File: src/shared/clksw_pkg.sv
package clksw_pkg;

  // Timing base.
  localparam int CLK_PERIOD_NS = 25;
  localparam int HF_START_TIME_NS = 2000;
  localparam int HF_STABLE_TIME_NS = 1000;
  localparam int WARMUP_TIME_NS = 2000;
  localparam int PLL_LOCK_TIME_NS = 2000000;
  // Least times, rounded up to whole cycles.
  localparam int HF_START_CYC =
    (HF_START_TIME_NS + CLK_PERIOD_NS - 1) / CLK_PERIOD_NS;
  localparam int HF_STABLE_CYC =
    (HF_STABLE_TIME_NS + CLK_PERIOD_NS - 1) / CLK_PERIOD_NS;
  localparam int WARMUP_CYC =
    (WARMUP_TIME_NS + CLK_PERIOD_NS - 1) / CLK_PERIOD_NS;
  localparam int PLL_LOCK_CYC =
    (PLL_LOCK_TIME_NS + CLK_PERIOD_NS - 1) / CLK_PERIOD_NS;
  localparam logic [1:0] EXT_EDGES_COLD = 2'h2;
  localparam logic [1:0] EXT_EDGES_WARM = 2'h1;
  localparam int TMR_W = 17;

  // Register port.
  localparam int ADDR_W = 4;
  localparam int DATA_W = 8;
  localparam logic [3:0] CTRL_ADDR = 4'h0;
  localparam logic [3:0] STAT_ADDR = 4'h1;
  localparam logic [7:0] CTRL_RESET = 8'h38;
  localparam int CTRL_PLL_BIT = 7;
  localparam int CTRL_FREQ_LSB = 3;
  localparam int CTRL_SRC_LSB = 0;
  localparam int STAT_PLL_BIT = 6;
  localparam int STAT_HFR_BIT = 4;
  localparam int STAT_LFR_BIT = 1;
  localparam int STAT_HFS_BIT = 0;

  // Field encodings.
  localparam logic [3:0] FREQ_HF_8M = 4'hE;
  localparam logic [1:0] SEL_CFG = 2'h0;
  localparam logic [1:0] CFG_INTERNAL = 2'h0;

  typedef enum logic [2:0] {
    SRC_EXT = 3'b000,
    SRC_HF  = 3'b001,
    SRC_MF  = 3'b010,
    SRC_LF  = 3'b011,
    SRC_PLL = 3'b100
  } clksw_src_t;

  typedef struct packed {
    logic       pllEnableBit;
    logic [3:0] intFreqSelect;
    logic [1:0] sysClkSourceSelect;
  } clksw_ctrl_t;

  typedef struct packed {
    logic pllReadyFlag;
    logic hfOscReadyFlag;
    logic lfOscReadyFlag;
    logic hfOscStableFlag;
  } clksw_stat_t;

  typedef struct packed {
    clksw_src_t src;
    logic [3:0] divShift;
    logic [1:0] extPower;
  } clksw_sel_t;

  typedef struct packed {
    logic ext;
    logic hf;
    logic mf;
    logic lf;
    logic pll;
  } clksw_lvl_t;

  typedef struct packed {
    logic hf;
    logic lf;
    logic pll;
  } clksw_en_t;

endpackage

File: src/clksw_timer.sv
`timescale 1ns/1ps

module clksw_timer #(
  parameter int LIMIT = 1
) (
  // Clock and reset
  input  wire logic sys_clk,
  input  wire logic rst,
  // Run level and result
  input  wire logic run,
  output logic      done
);

  localparam logic [clksw_pkg::TMR_W-1:0] LAST =
    clksw_pkg::TMR_W'(LIMIT - 1);

  logic [clksw_pkg::TMR_W-1:0] count_reg;

  // Dropping run clears the count, so a restart always waits in full.
  always_ff @(posedge sys_clk) begin
    if (rst || !run) begin
      count_reg <= '0;
      done      <= 1'b0;
    end else if (!done) begin
      count_reg <= count_reg + 1'b1;
      done      <= (count_reg == LAST);
    end
  end

endmodule

File: src/clksw_regs.sv
`timescale 1ns/1ps

module clksw_regs (
  // Clock and reset
  input  wire logic              sys_clk,
  input  wire logic              rst,
  // Register port
  input  wire logic [3:0]        regAddr,
  input  wire logic [7:0]        regWrData,
  input  wire logic              regWrStb,
  input  wire logic              regRdStb,
  output logic      [7:0]        regRdData,
  // Block side
  input  wire clksw_pkg::clksw_stat_t stat,
  output clksw_pkg::clksw_ctrl_t ctrl
);

  always_ff @(posedge sys_clk) begin
    if (rst) begin
      ctrl <= clksw_pkg::clksw_ctrl_t'({
        clksw_pkg::CTRL_RESET[7:3],
        clksw_pkg::CTRL_RESET[1:0]});
    end else if (regWrStb && regAddr == clksw_pkg::CTRL_ADDR) begin
      ctrl.pllEnableBit <=
        regWrData[clksw_pkg::CTRL_PLL_BIT];
      ctrl.intFreqSelect <=
        regWrData[clksw_pkg::CTRL_FREQ_LSB +: 4];
      ctrl.sysClkSourceSelect <=
        regWrData[clksw_pkg::CTRL_SRC_LSB +: 2];
    end
  end

  // Writes to the status address fall through with no effect.
  always_ff @(posedge sys_clk) begin
    if (rst || !regRdStb) begin
      regRdData <= 8'h00;
    end else if (regAddr == clksw_pkg::CTRL_ADDR) begin
      regRdData <= {ctrl.pllEnableBit, ctrl.intFreqSelect,
                    1'b0, ctrl.sysClkSourceSelect};
    end else if (regAddr == clksw_pkg::STAT_ADDR) begin
      regRdData <= 8'h00;
      regRdData[clksw_pkg::STAT_PLL_BIT] <= stat.pllReadyFlag;
      regRdData[clksw_pkg::STAT_HFR_BIT] <= stat.hfOscReadyFlag;
      regRdData[clksw_pkg::STAT_LFR_BIT] <= stat.lfOscReadyFlag;
      regRdData[clksw_pkg::STAT_HFS_BIT] <= stat.hfOscStableFlag;
    end else begin
      regRdData <= 8'h00;
    end
  end

endmodule

File: src/clksw_switch_ctrl.sv
// Added by the designer: the register addresses and the strobed register port.
`timescale 1ns/1ps


module clksw_switch_ctrl #(
  parameter int PLL_LOCK_CYCLES = clksw_pkg::PLL_LOCK_CYC
) (
  // Clock and reset
  input  wire logic                  sys_clk,
  input  wire logic                  rst,
  // Register port
  input  wire logic [3:0]            regAddr,
  input  wire logic [7:0]            regWrData,
  input  wire logic                  regWrStb,
  input  wire logic                  regRdStb,
  output logic      [7:0]            regRdData,
  // Configuration and power events
  input  wire logic [1:0]            cfgDefaultClockSource,
  input  wire logic                  wakeFromSleep,
  // Sampled levels of the candidate clocks
  input  wire clksw_pkg::clksw_lvl_t clkLevels,
  // Clock multiplexer and oscillator control
  output clksw_pkg::clksw_sel_t      activeClk,
  output clksw_pkg::clksw_en_t       oscEnable,
  output logic                       clkHold,
  output logic                       switchBusy
);

  typedef enum logic [2:0] {
    ST_IDLE     = 3'b000,
    ST_WARM     = 3'b001,
    ST_START    = 3'b010,
    ST_NEW_EDGE = 3'b011,
    ST_OLD_FALL = 3'b100
  } clksw_state_t;

  //////////////////////////////////////////////////////////////////////////

  // Postscaler tap as a right shift of the 16 MHz oscillator.
  function automatic logic [3:0] freqTap(input logic [3:0] code);
    logic [3:0] tap;
    tap = 4'h0;
    case (code)
      4'hF: tap = 4'h0;
      4'hE: tap = 4'h1;
      4'hD: tap = 4'h2;
      4'hC: tap = 4'h3;
      4'hB: tap = 4'h4;
      4'hA: tap = 4'h5;
      4'h9: tap = 4'h6;
      4'h8: tap = 4'h7;
      4'h7: tap = 4'h5;
      4'h6: tap = 4'h6;
      4'h5: tap = 4'h7;
      4'h4: tap = 4'h8;
      4'h3: tap = 4'h9;
      4'h2: tap = 4'h9;
      default: tap = 4'h0;
    endcase
    return tap;
  endfunction

  // Source chosen by the control field and the configured default.
  function automatic clksw_pkg::clksw_sel_t decodeSel(
    input clksw_pkg::clksw_ctrl_t c,
    input logic [1:0]             cfg
  );
    clksw_pkg::clksw_sel_t s;
    logic                  internal;
    s = '0;
    s.extPower = cfg;
    s.divShift = freqTap(c.intFreqSelect);
    internal = c.sysClkSourceSelect[1] ||
               (cfg == clksw_pkg::CFG_INTERNAL);
    if (!internal) begin
      s.src = clksw_pkg::SRC_EXT;
    end else if (c.intFreqSelect[3:1] == 3'b000) begin
      s.src = clksw_pkg::SRC_LF;
    end else if (!c.intFreqSelect[3]) begin
      s.src = clksw_pkg::SRC_MF;
    end else if (c.pllEnableBit &&
                 c.sysClkSourceSelect == clksw_pkg::SEL_CFG) begin
      s.src = clksw_pkg::SRC_PLL;
    end else begin
      s.src = clksw_pkg::SRC_HF;
    end
    return s;
  endfunction

  // Level of one candidate clock.
  function automatic logic levelOf(
    input clksw_pkg::clksw_lvl_t l,
    input clksw_pkg::clksw_src_t s
  );
    logic v;
    v = 1'b0;
    case (s)
      clksw_pkg::SRC_EXT: v = l.ext;
      clksw_pkg::SRC_HF:  v = l.hf;
      clksw_pkg::SRC_MF:  v = l.mf;
      clksw_pkg::SRC_LF:  v = l.lf;
      clksw_pkg::SRC_PLL: v = l.pll;
      default:            v = 1'b0;
    endcase
    return v;
  endfunction

  //////////////////////////////////////////////////////////////////////////

  clksw_pkg::clksw_ctrl_t ctrl;
  clksw_pkg::clksw_stat_t stat;
  clksw_pkg::clksw_sel_t  wantSel;
  clksw_pkg::clksw_sel_t  tgt_reg;
  clksw_pkg::clksw_lvl_t  prevLevels_reg;
  clksw_state_t           state_reg;
  logic [1:0]             edgesLeft_reg;
  logic                   pendWake_reg;
  logic                   coldStart_reg;
  logic                   lfReady_reg;
  logic                   hfReady;
  logic                   hfStable;
  logic                   pllReady;
  logic                   warmDone;
  logic                   newFall;
  logic                   oldFall;
  logic                   tgtReady;

  clksw_regs u_regs (
    .sys_clk   (sys_clk),
    .rst       (rst),
    .regAddr   (regAddr),
    .regWrData (regWrData),
    .regWrStb  (regWrStb),
    .regRdStb  (regRdStb),
    .regRdData (regRdData),
    .stat      (stat),
    .ctrl      (ctrl)
  );

  // Ready and stable time run only while the oscillator is enabled.
  clksw_timer #(.LIMIT(clksw_pkg::HF_START_CYC)) u_hfTmr (
    .sys_clk (sys_clk),
    .rst     (rst),
    .run     (oscEnable.hf),
    .done    (hfReady)
  );

  clksw_timer #(.LIMIT(clksw_pkg::HF_STABLE_CYC)) u_hfStbTmr (
    .sys_clk (sys_clk),
    .rst     (rst),
    .run     (hfReady),
    .done    (hfStable)
  );

  clksw_timer #(.LIMIT(PLL_LOCK_CYCLES)) u_pllTmr (
    .sys_clk (sys_clk),
    .rst     (rst),
    .run     (oscEnable.pll && hfReady),
    .done    (pllReady)
  );

  clksw_timer #(.LIMIT(clksw_pkg::WARMUP_CYC)) u_warmTmr (
    .sys_clk (sys_clk),
    .rst     (rst),
    .run     (state_reg == ST_WARM),
    .done    (warmDone)
  );

  //////////////////////////////////////////////////////////////////////////

  always_comb begin
    wantSel = decodeSel(ctrl, cfgDefaultClockSource);
    stat.pllReadyFlag    = pllReady;
    stat.hfOscReadyFlag  = hfReady;
    stat.lfOscReadyFlag  = lfReady_reg;
    stat.hfOscStableFlag = hfStable && hfReady;
    newFall = levelOf(prevLevels_reg, tgt_reg.src) &&
              !levelOf(clkLevels, tgt_reg.src);
    oldFall = levelOf(prevLevels_reg, activeClk.src) &&
              !levelOf(clkLevels, activeClk.src);
    case (tgt_reg.src)
      clksw_pkg::SRC_HF:  tgtReady = hfReady;
      clksw_pkg::SRC_MF:  tgtReady = hfReady;
      clksw_pkg::SRC_PLL: tgtReady = pllReady;
      default:            tgtReady = 1'b1;
    endcase
  end

  always_ff @(posedge sys_clk) begin
    if (rst) begin
      prevLevels_reg <= '0;
    end else begin
      prevLevels_reg <= clkLevels;
    end
  end

  // The slow oscillator counts as running after its first falling edge.
  always_ff @(posedge sys_clk) begin
    if (rst || !oscEnable.lf) begin
      lfReady_reg <= 1'b0;
    end else if (prevLevels_reg.lf && !clkLevels.lf) begin
      lfReady_reg <= 1'b1;
    end
  end

  // Oscillators in use, or about to be, stay powered.
  always_ff @(posedge sys_clk) begin
    if (rst) begin
      oscEnable <= '0;
    end else begin
      oscEnable.hf <=
        activeClk.src inside {clksw_pkg::SRC_HF, clksw_pkg::SRC_MF,
                              clksw_pkg::SRC_PLL} ||
        tgt_reg.src inside {clksw_pkg::SRC_HF, clksw_pkg::SRC_MF,
                            clksw_pkg::SRC_PLL} ||
        wantSel.src inside {clksw_pkg::SRC_HF, clksw_pkg::SRC_MF,
                            clksw_pkg::SRC_PLL};
      oscEnable.lf <= activeClk.src == clksw_pkg::SRC_LF ||
                      tgt_reg.src == clksw_pkg::SRC_LF ||
                      wantSel.src == clksw_pkg::SRC_LF;
      oscEnable.pll <= activeClk.src == clksw_pkg::SRC_PLL ||
                       tgt_reg.src == clksw_pkg::SRC_PLL ||
                       wantSel.src == clksw_pkg::SRC_PLL;
    end
  end

  //////////////////////////////////////////////////////////////////////////

  // Reset behaves as a power-on wake: the clock is held until the source
  // has proved itself, because nothing downstream may see a runt edge.
  always_ff @(posedge sys_clk) begin
    if (rst) begin
      state_reg     <= ST_IDLE;
      activeClk     <= '0;
      tgt_reg       <= '0;
      edgesLeft_reg <= 2'h0;
      pendWake_reg  <= 1'b1;
      coldStart_reg <= 1'b1;
      clkHold       <= 1'b1;
      switchBusy    <= 1'b0;
    end else begin
      if (wakeFromSleep) begin
        pendWake_reg  <= 1'b1;
        coldStart_reg <= 1'b1;
        clkHold       <= 1'b1;
      end
      case (state_reg)
        ST_IDLE: begin
          if (pendWake_reg) begin
            pendWake_reg <= wakeFromSleep;
            activeClk    <= wantSel;
            tgt_reg      <= wantSel;
            switchBusy   <= 1'b1;
            clkHold      <= 1'b1;
            if (wantSel.src == clksw_pkg::SRC_EXT) begin
              edgesLeft_reg <= clksw_pkg::EXT_EDGES_COLD;
              state_reg     <= ST_NEW_EDGE;
            end else if (wantSel.src == clksw_pkg::SRC_PLL) begin
              state_reg <= ST_START;
            end else begin
              state_reg <= ST_WARM;
            end
          end else if (wantSel != activeClk) begin
            tgt_reg    <= wantSel;
            switchBusy <= 1'b1;
            if (wantSel.src == activeClk.src) begin
              state_reg <= ST_OLD_FALL;
            end else begin
              state_reg <= ST_START;
            end
          end else begin
            switchBusy <= 1'b0;
          end
        end
        ST_WARM: begin
          if (warmDone) begin
            state_reg <= ST_START;
          end
        end
        ST_START: begin
          if (tgt_reg.src == clksw_pkg::SRC_EXT) begin
            edgesLeft_reg <= coldStart_reg ?
              clksw_pkg::EXT_EDGES_COLD :
              clksw_pkg::EXT_EDGES_WARM;
            state_reg <= ST_NEW_EDGE;
          end else if (tgt_reg.src == clksw_pkg::SRC_LF) begin
            edgesLeft_reg <= clksw_pkg::EXT_EDGES_WARM;
            state_reg     <= ST_NEW_EDGE;
          end else if (tgtReady) begin
            state_reg <= clkHold ? ST_IDLE : ST_OLD_FALL;
            clkHold   <= 1'b0;
            coldStart_reg <= coldStart_reg && clkHold;
          end
        end
        ST_NEW_EDGE: begin
          if (newFall) begin
            edgesLeft_reg <= edgesLeft_reg - 2'h1;
            if (edgesLeft_reg == 2'h1) begin
              state_reg <= clkHold ? ST_IDLE : ST_OLD_FALL;
              clkHold   <= 1'b0;
            end
          end
        end
        ST_OLD_FALL: begin
          // Swapping right after a falling edge keeps both phases whole.
          if (oldFall) begin
            activeClk     <= tgt_reg;
            coldStart_reg <= 1'b0;
            state_reg     <= ST_IDLE;
          end
        end
        default: begin
          state_reg <= ST_IDLE;
        end
      endcase
    end
  end

endmodule

File: config.mk
export PLATFORM = sky130hd
export DESIGN_NAME = clksw_switch_ctrl
export DESIGN_NICKNAME = d
export VERILOG_FILES = /design/src/shared/clksw_pkg.sv /design/src/clksw_timer.sv /design/src/clksw_regs.sv /design/src/clksw_switch_ctrl.sv
export SDC_FILE = /design/constraint.sdc
export NUM_CORES = 1
export LEC_CHECK = 0
export BUFFER_PORTS_ARGS = -buffer_cell sky130_fd_sc_hd__buf_2
export CORE_ASPECT_RATIO = 0.8
export CORE_UTILIZATION = 24
export DETAILED_ROUTE_END_ITERATION = 16
export GPL_ROUTABILITY_DRIVEN = 0
export PLACE_DENSITY = 0.45
export SLEW_MARGIN = 25
export SYNTH_ARGS = -nofsm -noshare
export SYNTH_HDL_FRONTEND = slang
export SYNTH_SLANG_ARGS = --single-unit
export TNS_END_PERCENT = 10
File: constraint.sdc
create_clock -name sys_clk -period 2.9 [get_ports sys_clk]
set_input_delay 0 -clock sys_clk [delete_from_list [all_inputs] [get_ports sys_clk]]
set_output_delay 0 -clock sys_clk [all_outputs]
set_load 0.01 [all_outputs]
# ---- Word-level counts from Yosys, hierarchy flattened
# Memories as Yosys holds them, arrays and structs flattened. A register that Yosys moved wholly into a read port is not among the register bits.
# Index checks and enable logic that the tools add are counted.
dict set report op_classes {
  addsub 5
  n_eq_ne 33
  mux 62
  n_reduce_logical 50
}
# op n
set op_table {}
lappend op_table {{$add 17x1->17 const B} 4}
lappend op_table {{$mux 3} 15}
lappend op_table {{$mux 9} 4}
lappend op_table {{$eq 17x7->1 const B} 2}
lappend op_table {{$eq 3x2->1 const B} 8}
lappend op_table {{$mux 1} 21}
lappend op_table {{$pmux 1 s5} 4}
lappend op_table {{$pmux 9 s2} 1}
lappend op_table {{$eq 17x17->1 const B} 1}
lappend op_table {{$eq 17x6->1 const B} 1}
lappend op_table {{$mux 2} 8}
lappend op_table {{$logic_not 3->1} 5}
lappend op_table {{$pmux 3 s5} 1}
lappend op_table {{$logic_or 1x1->1} 13}
lappend op_table {{$eq 3x1->1 const B} 4}
lappend op_table {{$eq 3x3->1 const B} 4}
lappend op_table {{$ne 2x2->1 const B} 6}
lappend op_table {{$reduce_bool 3->1} 4}
lappend op_table {{$logic_not 1->1} 9}
lappend op_table {{$ne 9x9->1} 1}
lappend op_table {{$logic_and 1x1->1} 8}
lappend op_table {{$mux 4} 2}
lappend op_table {{$mux 8} 1}
lappend op_table {{$mux 7} 1}
lappend op_table {{17 further kinds} 22}
dict set report word_totals {
  regBits 123
  romBits 64
  inputBits 24
  out_inout_bits 22
  word_cells 185
  n_memories 1
}
# memory words word_bits rd rd_clocked_by_memory_dff wr line_no
set memory_table {}
lappend memory_table {{(name not given)} 16 4 1 1 0 clksw_switch_ctrl.sv:43} ;# case (code)

# ---- Depth between registers and ports, before layout
# Gate-level depths: netlist of the first run.
dict set report logic_depth {
  ltp_word 11
  mapped_depth 9
}

# ---- Modules after synthesis
# Synthesis of the first run repeated with hierarchy kept, for this count alone.
dict set report hier_totals {
  hier_cells 719
  area_unflattened_um2 6364.9
}
# module instances cells_per_inst area_per_inst_um2 seq_area_each_um2
set by_module_without_submodules {}
lappend by_module_without_submodules {clksw_switch_ctrl 1 286 2297.2 720.7}
lappend by_module_without_submodules {{clksw_timer at u_hfTmr ...} 2 95 867.1 360.3}
lappend by_module_without_submodules {{clksw_timer at u_pllTmr} 1 94 884.6 360.3}
lappend by_module_without_submodules {{clksw_timer at u_hfStbTmr} 1 98 873.3 360.3}
lappend by_module_without_submodules {clksw_regs 1 51 575.6 280.3}

# ---- Worst setup path before layout of the first run
# Ideal clock, no wire load.
dict set report synth_timing {
  kind {reg-to-reg}
  from {register, netlist name u_regs.ctrl[5]}
  to {register tgt_reg[1] (netlist bit)}
  arrival_time_ns 1.917
  slack_ns 0.851
  stages_incl_launch_ff 10
  period_less_slack_ns 2.049
  cell_sequence {dfxtp_1 > buf_6 > nand4bb_4 > or3_1 > buf_6 > xnor2_4 > or4b_1 > clkbuf_1 > nand3_1 > a21oi_1}
}
dict set report synth_between {
  elab_chain_cells 6
  word_cells_on_any_way 7
}
# item line_no
set synth_rtl {}
lappend synth_rtl {{$logic_not 3->1 or $mux 3 (tied branches)} {clksw_switch_ctrl.sv:77, clksw_switch_ctrl.sv:79}}
lappend synth_rtl {{$mux 3 *} clksw_switch_ctrl.sv:77} ;# end else if (c.intFreqSelect[3:1] == 3'b000) begin
lappend synth_rtl {{$mux 3 *} clksw_switch_ctrl.sv:75} ;# if (!internal) begin
lappend synth_rtl {{$ne 9x9->1 *} clksw_switch_ctrl.sv:263} ;# end else if (wantSel != activeClk) begin
lappend synth_rtl {{$reduce_bool 2->1 (no source line) *} --}
lappend synth_rtl {{$reduce_and 2->1 (no source line) *} --}
lappend synth_rtl {{end signal: assignment} clksw_switch_ctrl.sv:252} ;# tgt_reg <= wantSel;
lappend synth_rtl {{end signal: assignment} clksw_switch_ctrl.sv:264} ;# tgt_reg <= wantSel;
lappend synth_rtl {{end: declaration} clksw_switch_ctrl.sv:113} ;# clksw_pkg::clksw_sel_t tgt_reg;
# Every way passes the cells marked *; elsewhere a longest branch is shown, timed or not.
# A chain may end at the register's enable or synchronous reset.

# ---- Final worst setup path of the first run
dict set report layout_timing {
  from {register, netlist name u_regs.ctrl[1]}
  to {register tgt_reg[6] (netlist bit)}
}
dict set report layout_between {
  elab_chain_cells 9
  word_cells_on_any_way 12
}
# item line_no
set layout_rtl {}
lappend layout_rtl {{$logic_not 2->1} clksw_switch_ctrl.sv:82} ;# c.sysClkSourceSelect == clksw_pkg::SEL_CFG) begin
lappend layout_rtl {{$logic_and 1x1->1} clksw_switch_ctrl.sv:81} ;# end else if (c.pllEnableBit &&
lappend layout_rtl {{$mux 3} clksw_switch_ctrl.sv:81}
lappend layout_rtl {{$mux 3} clksw_switch_ctrl.sv:79} ;# end else if (!c.intFreqSelect[3]) begin
lappend layout_rtl {{$mux 3} clksw_switch_ctrl.sv:77}
lappend layout_rtl {{$mux 3 *} clksw_switch_ctrl.sv:75}
lappend layout_rtl {{$ne 9x9->1} clksw_switch_ctrl.sv:263}
lappend layout_rtl {{$reduce_bool 2->1 (no source line)} --}
lappend layout_rtl {{$reduce_and 2->1 (no source line)} --}
# Every way passes the cells marked *; elsewhere a longest branch is shown, timed or not. The select of a mux whose other input is x is not followed.

==> results of run 1 <==
==> worst register-to-register path, stage by stage, from the launching register on <==
cell and delay [ps]:
dfxtp_1 350, nand4bb_4 250, or3_1 490, xnor2_4 210, nor4b_2 460, buf_4 230
o21ai_0 80, a21oi_1 170
==> power breakdown <==
| group | switching (W) | internal, W | total [W] |
|---|---|---|---|
| clock network | 0.000752 | 0.00119 | 0.00195 |
| registers | 0.000129 | 0.00184 | 0.00197 |
| logic | 0.000433 | 0.000357 | 0.000790 |
| total | 0.00131 | 0.00339 | 0.00470 |
==> cells by family (layout without fill, tap and decap cells) <==
kind of cell | after synthesis | count (layout)
AND/OR/NAND/NOR | 284 | 284
flip-flops | 126 | 126
AO/OA/AOI/OAI | 105 | 105
XOR/XNOR | 61 | 61
buffers and inverters | 51 | 111
multiplexers | 37 | 37
adder cells (fa/ha/maj) | 7 | 7
other | 1 | 1
==> cells in the mapped netlist, types with 5 or more instances <==
library cell    n
nor4b_1         5
nor2_1         98
or3_1          17
nor2b_1        21
a21oi_1        33
o21ai_0        30
and3_1         11
mux2i_1        25
xor2_1         34
xnor2_1        26
clkbuf_1       23
mux2_2         11
a211oi_1        6
nand4_1         5
nand3_1        32
ha_1            7
nand2_1        37
inv_1          15
and2_1          6
nor3_1         16
nand2b_1        6
dfxtp_1       126
nor4_1          9
==> per-layer routing <==
metal	GRT usage (%)	share of wire, %	wire length, um	vias up
met5	0	0	0	-
met4	3.824	1.1	157	0
met3	2.751	3.5	475	11
met2	16.55	41	5662	54
met1	17.09	54	7448	2165
li1	-	-	-	2440
==> stage by stage <==
step / cells / hold WS, ps / area, sq um / setup WS, ps / util, %
2_1_floorplan: 672 / 94.36 / 5904 / 850.7 / -
3_3_place_gp: 999 / 244.2 / 6394 / 590.6 / 26.89
3_5_place_dp: 999 / 251.4 / 6394 / 598.7 / 26.89
4_1_cts: 1044 / 2.969 / 7091 / 582.5 / 29.83
5_1_grt: 1044 / 29.56 / 7091 / 427.5 / 29.83
6_report: 1044 / 14.60 / 7091 / 586.3 / 29.83
==> final timing paths <==
| path | start | end | slack [ps] | cells past startpoint |
|---|---|---|---|---|
| worst min-delay path | regWrData[5] | u_regs.ctrl[4] | 10 | 4 |
| worst min register to register | edgesLeft_reg[1] | edgesLeft_reg[1] | 460 | 2 |
| worst max register to register | u_regs.ctrl[1] | tgt_reg[6] | 590 | 7 |
| worst max-delay path | u_regs.ctrl[1] | tgt_reg[6] | 590 | 7 |
==> cell type report <==
class | instances | share of cell area [%]
clock buffer | 20 | 6.441
clock inverter | 8 | 0.9882
inverter | 15 | 0.7941
multi-input combinational | 495 | 44.42
sequential | 126 | 35.57
tap | 312 | 5.506
timing repair buffer | 68 | 6.282
==> run_results.csv, run 1 <==
group,metric,value,unit
status,status,"finished, final reports clean",
global_route,grt_pass1_vias,4491,
setup_path,cp_slowest_cell,"or3_1",
detailed_routing,via_per_inst,4.473,
flow_run,drv_cap,0,
synth,muxShareOfSynthArea,6.527,%
floorplan,fp.coreArea,23770,sq um
sta,finalHoldViolCount,0,
clock_network,cts_tree,"done",
synth,synthSimpleGateAreaFrac,24.92,%
synth,netlist_area,5904,sq um
clock_network,clk_latency,410,ps
global_route,overflow,0,
min_path,hold_class,"primary input to flip-flop",
finish,final_nets,754,
finish,drive_above_1_share,13.52,%
setup_path,cp.arrival,2650,ps
detailed_routing,ant_nets,0,
power,p_per_area,663.5,nW/um^2
global_route,grt_pass1_wl,23.06,mm
floorplan,io_pins,46,
power,total_power,0.004705,W
setup_path,path_class,"flip-flop to flip-flop",
synth,synth_flop_cell,"dfxtp_1",
synth,syn_avg_cell_area,8.786,sq um
synth,synth_top_family_by_area,"simple AND/OR/NAND/NOR gates",
global_route,antenna_found_initial,0,
clock_network,clock-sinks,126,
setup_path,start_kind,"flip-flop",
synth,yosysSeqAreaShare,42.72,%
synth,synthDistinctLibCells,63,
detailed_routing,routed-via-count,4670,
floorplan,die_area,25240,sq um
clock_network,cts_resized,0,
synth,synth-seq-cells,126,
clock_network,cts.reportedPaths.clkPinSlew,60,ps
finish,fillers,2553,
floorplan,start_util,24.84,%
sta,slew_headroom,58.62,%
sta,finalSetupTns,0,ps
placed_design,dp_hpwl,9.529,mm
global_route,track_usage,11.67,%
synth,yosysWarnings,0,
finish,final_common_cell,"dfxtp_1",
synth,synth_top_cell_area_share,42.72,%
floorplan,fp-row-count,50,
clock_network,postCtsSetupRepairBufs,0,
detailed_routing,drtPass1Iterations,4,
synth,ys_async_sr_fraction,0,%
detailed_routing,routed_wl,13.74,mm
setup_path,cp_max_fo,7,
clock_network,cts_buffers,17,
floorplan,die_x,177.4,um
finish,regArea,2522,sq um
setup_path,critPathBufInv,1,
power,p_leak,2.585,nW
sta,tightest_slew,619.2,ps
finish,antenna_cells,0,
sta,rsz0062_at_grt,"false",
detailed_routing,wl_per_cell,13.16,um
clock_network,cts_buffer_depth,2,
sta,fin_crit_sh,79.78,%
synth,syn_inst,672,
synth,yosysTopAreaCell,"dfxtp_1",
detailed_routing,route.detailed.drc,0,
sta,fmax,432.2,MHz
sta,setup_violations,0,
setup_path,path_cells,"nand4bb_4 -> or3_1 -> xnor2_4 -> nor4b_2 -> buf_4 -> o21ai_0 -> a21oi_1",
synth,synth_edf_count,0,
placed_design,portBuffers,43,
finish,multi_input_area,3149,sq um
detailed_routing,first_iter_violations,262,
setup_path,critPathTopFamily,"simple AND/OR/NAND/NOR gates",
floorplan,die_h,142.3,um
global_route,grt_max_degree,42,
sta,min_period,2314,ps
synth,synthesis.nets,703,
setup_path,cp.required,3230,ps
clock_network,cts_root_buffer,"clkbuf_16",
synth,synth_compound_area_share,10.98,%
sta,drv_slew,0,
clock_network,cts_hold_buf,17,
power,irDropWorstVdd,0.3661,mV
synth,post_synth_fa_ha_maj_area_fraction,1.483,%
finish,final_cell_mix,"126 x dfxtp_1, 98 x nor2_1, 43 x buf_2, 37 x nand2_1, 34 x xor2_1",
synth,ys_top_cells_by_area,"dfxtp_1 43%, nor2_1 6.2%, xor2_1 5.0%",
setup_path,max_stage_delay,480,ps
clock_network,htree_levels,4,
finish,syn2layout_area_growth,20.09,%
synth,synth_xor_xnor_area_share,9.366,%
sta,skew,9.704,ps
setup_path,endpoint_kind,"flip-flop",
(Power assumes the default switching activity.)
==> run 2, diff against run 1 <==
clock period = 2.15 ns   (was 2.9 ns; I/O delays follow)
==> run 2 against run 1 <==
  * Flip-flop and latch count stayed put
  * Worst setup slack worse by 510 ps
  * Die area stayed put
  * Combinational power is 54% higher
  * Clock skew is 5.1 ps higher
  * Final cell count is 3.4% higher
  * Register-to-register slack worse by 510 ps
  * Global-route usage is 0.41 points higher
  * Critical path type unchanged
  * Critical endpoint is now state_reg[1]
  * Largest power group is now the clock network
==> run_results.csv, run 2 (synthesis gave the netlist of run 1 again) <==
group,metric,value,unit
sta,setup_slack,75.92,ps
placed_design,placed_cells,1028,
setup_path,rr_startpoint,"u_regs.ctrl[1]",
global_route,track_usage,12.09,%
setup_path,max_stage_delay,420,ps
sta,tightest_slew,645.5,ps
floorplan,start_util,24.84,%
setup_path,cp.required,2450,ps
detailed_routing,wl_per_cell,13.06,um
clock_network,htree_levels,4,
min_path,worstHoldStart,"regWrData[6]",
finish,final_nets,787,
global_route,grt_pass1_vias,4714,
finish,final_cell_mix,"125 x dfxtp_1, 98 x nor2_1, 43 x buf_2, 37 x nand2_1, 36 x buf_4",
placed_design,dp_hpwl,10.13,mm
clock_network,cts_tree,"done",
clock_network,cts_root_buffer,"clkbuf_16",
power,irDropWorstVdd,0.4183,mV
clock_network,cts_buffers,17,
power,power_frac_seq,39.6,%
setup_path,cp_slowest_cell,"or3_1",
flow_run,drv_cap,0,
global_route,grt_pass1_wl,24.00,mm
setup_path,path_cells,"nand4bb_4 -> or3_1 -> xnor2_4 -> nor4_2 -> a211oi_2 -> mux2_1",
sta,finalSetupTns,0,ps
floorplan,die_x,177.4,um
power,total_power,0.006645,W
clock_network,cts.reportedPaths.clkPinSlew,60,ps
detailed_routing,ant_nets,0,
finish,fillers,2515,
finish,antenna_cells,0,
finish,syn2layout_area_growth,25.41,%
detailed_routing,routed_wl,14.10,mm
detailed_routing,routed-via-count,4773,
finish,drive_above_1_share,16.95,%
sta,fin_crit_sh,96.47,%
setup_path,endpoint_kind,"flip-flop",
global_route,antenna_found_initial,0,
finish,finalNonFillerCells,1079,
power,switchingPower,0.001798,W
setup_path,critical_path.startpoint,"u_regs.ctrl[1]",
clock_network,clk_latency,420,ps
status,status,"finished, final reports clean",
floorplan,die_h,142.3,um
power,p_per_area,897.4,nW/um^2
sta,skew,14.84,ps
clock_network,cts_buffer_depth,2,
finish,final_common_cell,"dfxtp_1",
sta,min_period,2074,ps
floorplan,fp.coreArea,23770,sq um
sta,finalHoldViolCount,0,
sta,fmax,482.1,MHz
power,p_int,0.004847,W
detailed_routing,first_iter_violations,226,
sta,slew_headroom,56.86,%
finish,fin_util,31.15,%
setup_path,start_kind,"flip-flop",
min_path,hold_class,"primary input to flip-flop",
setup_path,path_class,"flip-flop to flip-flop",
global_route,overflow,0,
power,p_sw_share,27.06,%
floorplan,fp-row-count,50,
sta,setup_violations,0,
clock_network,clock-sinks,126,
floorplan,die_area,25240,sq um
power,power_frac_comb,18.4,%
sta,drv_slew,0,
detailed_routing,via_per_inst,4.424,
global_route,grt_max_degree,27,
power,p_leak,2.779,nW
detailed_routing,drtPass1Iterations,4,
detailed_routing,route.detailed.drc,0,
placed_design,portBuffers,43,
power,clkPwrFrac,42.0,%
setup_path,cp_max_fo,4,
setup_path,cp.arrival,2380,ps
placed_design,pre_cts_ws,11.95,ps
floorplan,io_pins,46,
sta,rsz0062_at_grt,"false",
run 2: power by group through the flow:
stage	sequential, W	clock [W]	combinational (W)
final	0.00263	0.00279	0.00122
after global routing	0.00266	0.00299	0.00136
after CTS	0.00263	0.00287	0.00124
after detailed placement	0.00268	0	0.00120
after global placement	0.00269	0	0.00120
after floorplan	0.00262	0	0.000823
run 2: routing by layer:
layer | GRT usage [%] | vias to the layer above | part of all wire, %
li1 | - | 2502 | -
met1 | 17.25 | 2222 | 54
met2 | 17.60 | 47 | 42
met3 | 3.259 | 2 | 3.0
met4 | 3.509 | 0 | 0.35
met5 | 0 | - | 0
run 2: repair_timing:
action | 4_1_cts | 5_1_grt
endpoints found under the hold margin | 25 | 0
gates resized for setup | 0 | 2
hold buffers | 21 | 0
setup buffers | 0 | 0
endpoints found under the setup margin | 0 | 9
run 2: worst paths after layout:
kind / endpoint / slack [ps] / depth (start not counted)
max reg2reg: state_reg[1] / 80 / 6
min: wantSel[2] / 20 / 4
min reg2reg: edgesLeft_reg[1] / 470 / 2
max: state_reg[1] / 80 / 6
run 2: final cells by class:
class	instances	area [sq um]	share of cell area, %
timing repair buffer	101	715.7	9.665
multi-input combinational	495	3153	42.58
clock inverter	7	87.58	1.183
inverter	15	56.30	0.7604
clock buffer	23	478.0	6.455
sequential	126	2524	34.08
tap	312	390.4	5.272
run 2: worst max-delay path: cells and delay by family, from the launching register on:
family | cells | cell delay (ps)
AO/OA/AOI/OAI | 1 | 160
flip-flops | 1 | 310
XOR/XNOR | 1 | 180
multiplexers | 1 | 320
AND/OR/NAND/NOR | 3 | 1000
run 2: per-stage QoR:
step | hold slack, ps | area (sq um)
floorplan | 94.36 | 5904
global placement | 246.3 | 6624
detailed placement | 255.6 | 6624
CTS | 18.31 | 7400
global route | 71.62 | 7405
finish | 20.40 | 7405
==> run 3, diff against run 2 <==
clock period = 2.5 ns   (was 2.15 ns; I/O delays follow)
==> run 3 against run 2 <==
  * Die area is the same
  * Hold slack gained 17 ps
  * Global-route usage shrank 0.46 points
  * Flip-flop and latch count is the same
  * Wire length shrank 1.7%
  * Sequential share of layout area grew 1.1 points
  * Final cell count shrank 2.6%
  * Final area shrank 3.3%
  * Maximum frequency shrank 7.6%
  * Critical endpoint unchanged
  * Largest cell class unchanged
==> run_results.csv, run 3 (synthesis gave the netlist of run 1 again) <==
group,metric,value,unit
status,status,"finished, final reports clean",
floorplan,die_x,177.4,um
placed_design,pre_cts_ws,259.3,ps
finish,final_common_cell,"dfxtp_1",
sta,finalHoldViolCount,0,
setup_path,r2r_slack,260,ps
sta,fin_crit_sh,89.74,%
power,irDropWorstVdd,0.4316,mV
clock_network,cts_tree,"done",
detailed_routing,routed_wl,13.86,mm
floorplan,fp.coreArea,23770,sq um
floorplan,start_util,24.84,%
setup_path,cp.required,2800,ps
sta,tightest_slew,715.6,ps
detailed_routing,route.detailed.drc,0,
finish,stdcell_area,7162,sq um
sta,fmax,445.7,MHz
clock_network,cts_buffers,17,
power,switchingPower,0.001556,W
clock_network,cts_buffer_depth,2,
sta,drv_slew,0,
sta,slew_headroom,52.16,%
clock_network,cts_root_buffer,"clkbuf_16",
power,p_leak,2.614,nW
finish,syn2layout_area_growth,21.30,%
floorplan,die_h,142.3,um
setup_path,endpoint_kind,"flip-flop",
detailed_routing,drtPass1Iterations,4,
clock_network,cts.reportedPaths.clkPinSlew,60,ps
detailed_routing,ant_nets,0,
setup_path,cp_max_fo,5,
power,p_sw_share,27.78,%
global_route,overflow,0,
detailed_routing,routed-via-count,4660,
power,power_frac_seq,40.3,%
power,total_power,0.005603,W
detailed_routing,via_per_inst,4.434,
detailed_routing,wl_per_cell,13.19,um
detailed_routing,first_iter_violations,172,
floorplan,io_pins,46,
clock_network,clk_latency,410,ps
placed_design,postPlaceCellArea,6416,sq um
setup_path,path_class,"flip-flop to flip-flop",
finish,final_nets,758,
clock_network,clock-sinks,126,
power,power_frac_comb,17.3,%
sta,min_period,2243,ps
clock_network,cts_resized,0,
power,p_per_area,782.4,nW/um^2
sta,holdWs,37.01,ps
sta,rsz0062_at_grt,"false",
placed_design,portBuffers,43,
finish,final_cell_mix,"126 x dfxtp_1, 98 x nor2_1, 43 x buf_2, 37 x nand2_1, 34 x xor2_1",
global_route,grt_pass1_wl,22.92,mm
clock_network,htree_levels,4,
global_route,grt_pass1_vias,4447,
sta,skew,9.885,ps
power,p_int,0.004047,W
min_path,hold_class,"primary input to flip-flop",
floorplan,die_area,25240,sq um
sta,finalSetupTns,0,ps
sta,setup_violations,0,
flow_run,drv_cap,0,
setup_path,start_kind,"flip-flop",
finish,antenna_cells,0,
global_route,grt_max_degree,42,
power,clkPwrFrac,42.4,%
global_route,track_usage,11.63,%
sta,setup_slack,256.5,ps
setup_path,cp.arrival,2550,ps
floorplan,fp-row-count,50,
finish,drive_above_1_share,14.07,%
global_route,antenna_found_initial,0,
placed_design,dp_hpwl,9.771,mm
-- run 3: cell types whose count changed in the layout (fill, tap and decap cells not counted), moves of 2 or more --
cell	before	now
clkbuf_8	3	1
dlygate4sd3_1	21	18
clkinvlp_4	1	4
buf_4	36	11
-- run 3: metrics by stage --
step           utilization (%)  cells
3_5_place_dp             26.99   1002
5_1_grt                  30.13   1051
3_3_place_gp             26.99   1002
4_1_cts                  30.13   1051
2_1_floorplan                -    672
6_report                 30.13   1051
-- run 3: power by group through the flow --
| stage | Sequential (W) | Combinational (W) | Clock [W] |
|---|---|---|---|
| 6_report | 0.00226 | 0.000971 | 0.00237 |
| 5_1_grt | 0.00228 | 0.00107 | 0.00254 |
| 4_1_cts | 0.00226 | 0.000980 | 0.00244 |
| 3_5_place_dp | 0.00230 | 0.000955 | 0 |
| 3_3_place_gp | 0.00230 | 0.000964 | 0 |
| 2_1_floorplan | 0.00226 | 0.000708 | 0 |
-- run 3: final cells by class --
type / count / area (sq um)
fillers: 2587 / 16610
multi-input cells: 495 / 3149
well taps: 312 / 390.4
clock buffers: 20 / 446.7
inverters: 15 / 56.30
repair buffers: 72 / 478.0
clock inverters: 11 / 118.9
flip-flops and latches: 126 / 2522
-- run 3: what timing repair did --
action | CTS | global route
buffers inserted | 0 | 0
setup endpoints to repair | 0 | 0
hold endpoints to repair | 21 | 0
hold buffers | 18 | 0
-- run 3: per-layer routing --
metal | vias to the layer above | part of all wire (%) | wire (um) | global-route usage, %
met5 | - | 0 | 0 | 0
met2 | 60 | 42 | 5822 | 16.49
met1 | 2139 | 54 | 7468 | 16.81
li1 | 2451 | - | - | -
met4 | 0 | 0.84 | 116 | 3.509
met3 | 10 | 3.3 | 451 | 3.285
-- run 3: critical path, stage by stage (launching register included) --
cell and delay (ps):
dfxtp_1 310, nand4bb_4 230, or3_1 480, xnor2_4 200, nor4_2 430, a211oi_2 170
mux2_1 330
-- run 3: final timing paths --
path                        from                   to  cells after the start
setup / recovery  u_regs.ctrl[1]         state_reg[1]                      6
hold reg to reg   u_regs.ctrl[2]  u_regs.regRdData[3]                      1
setup reg to reg  u_regs.ctrl[1]         state_reg[1]                      6
hold / removal      regWrData[6]           wantSel[2]                      4
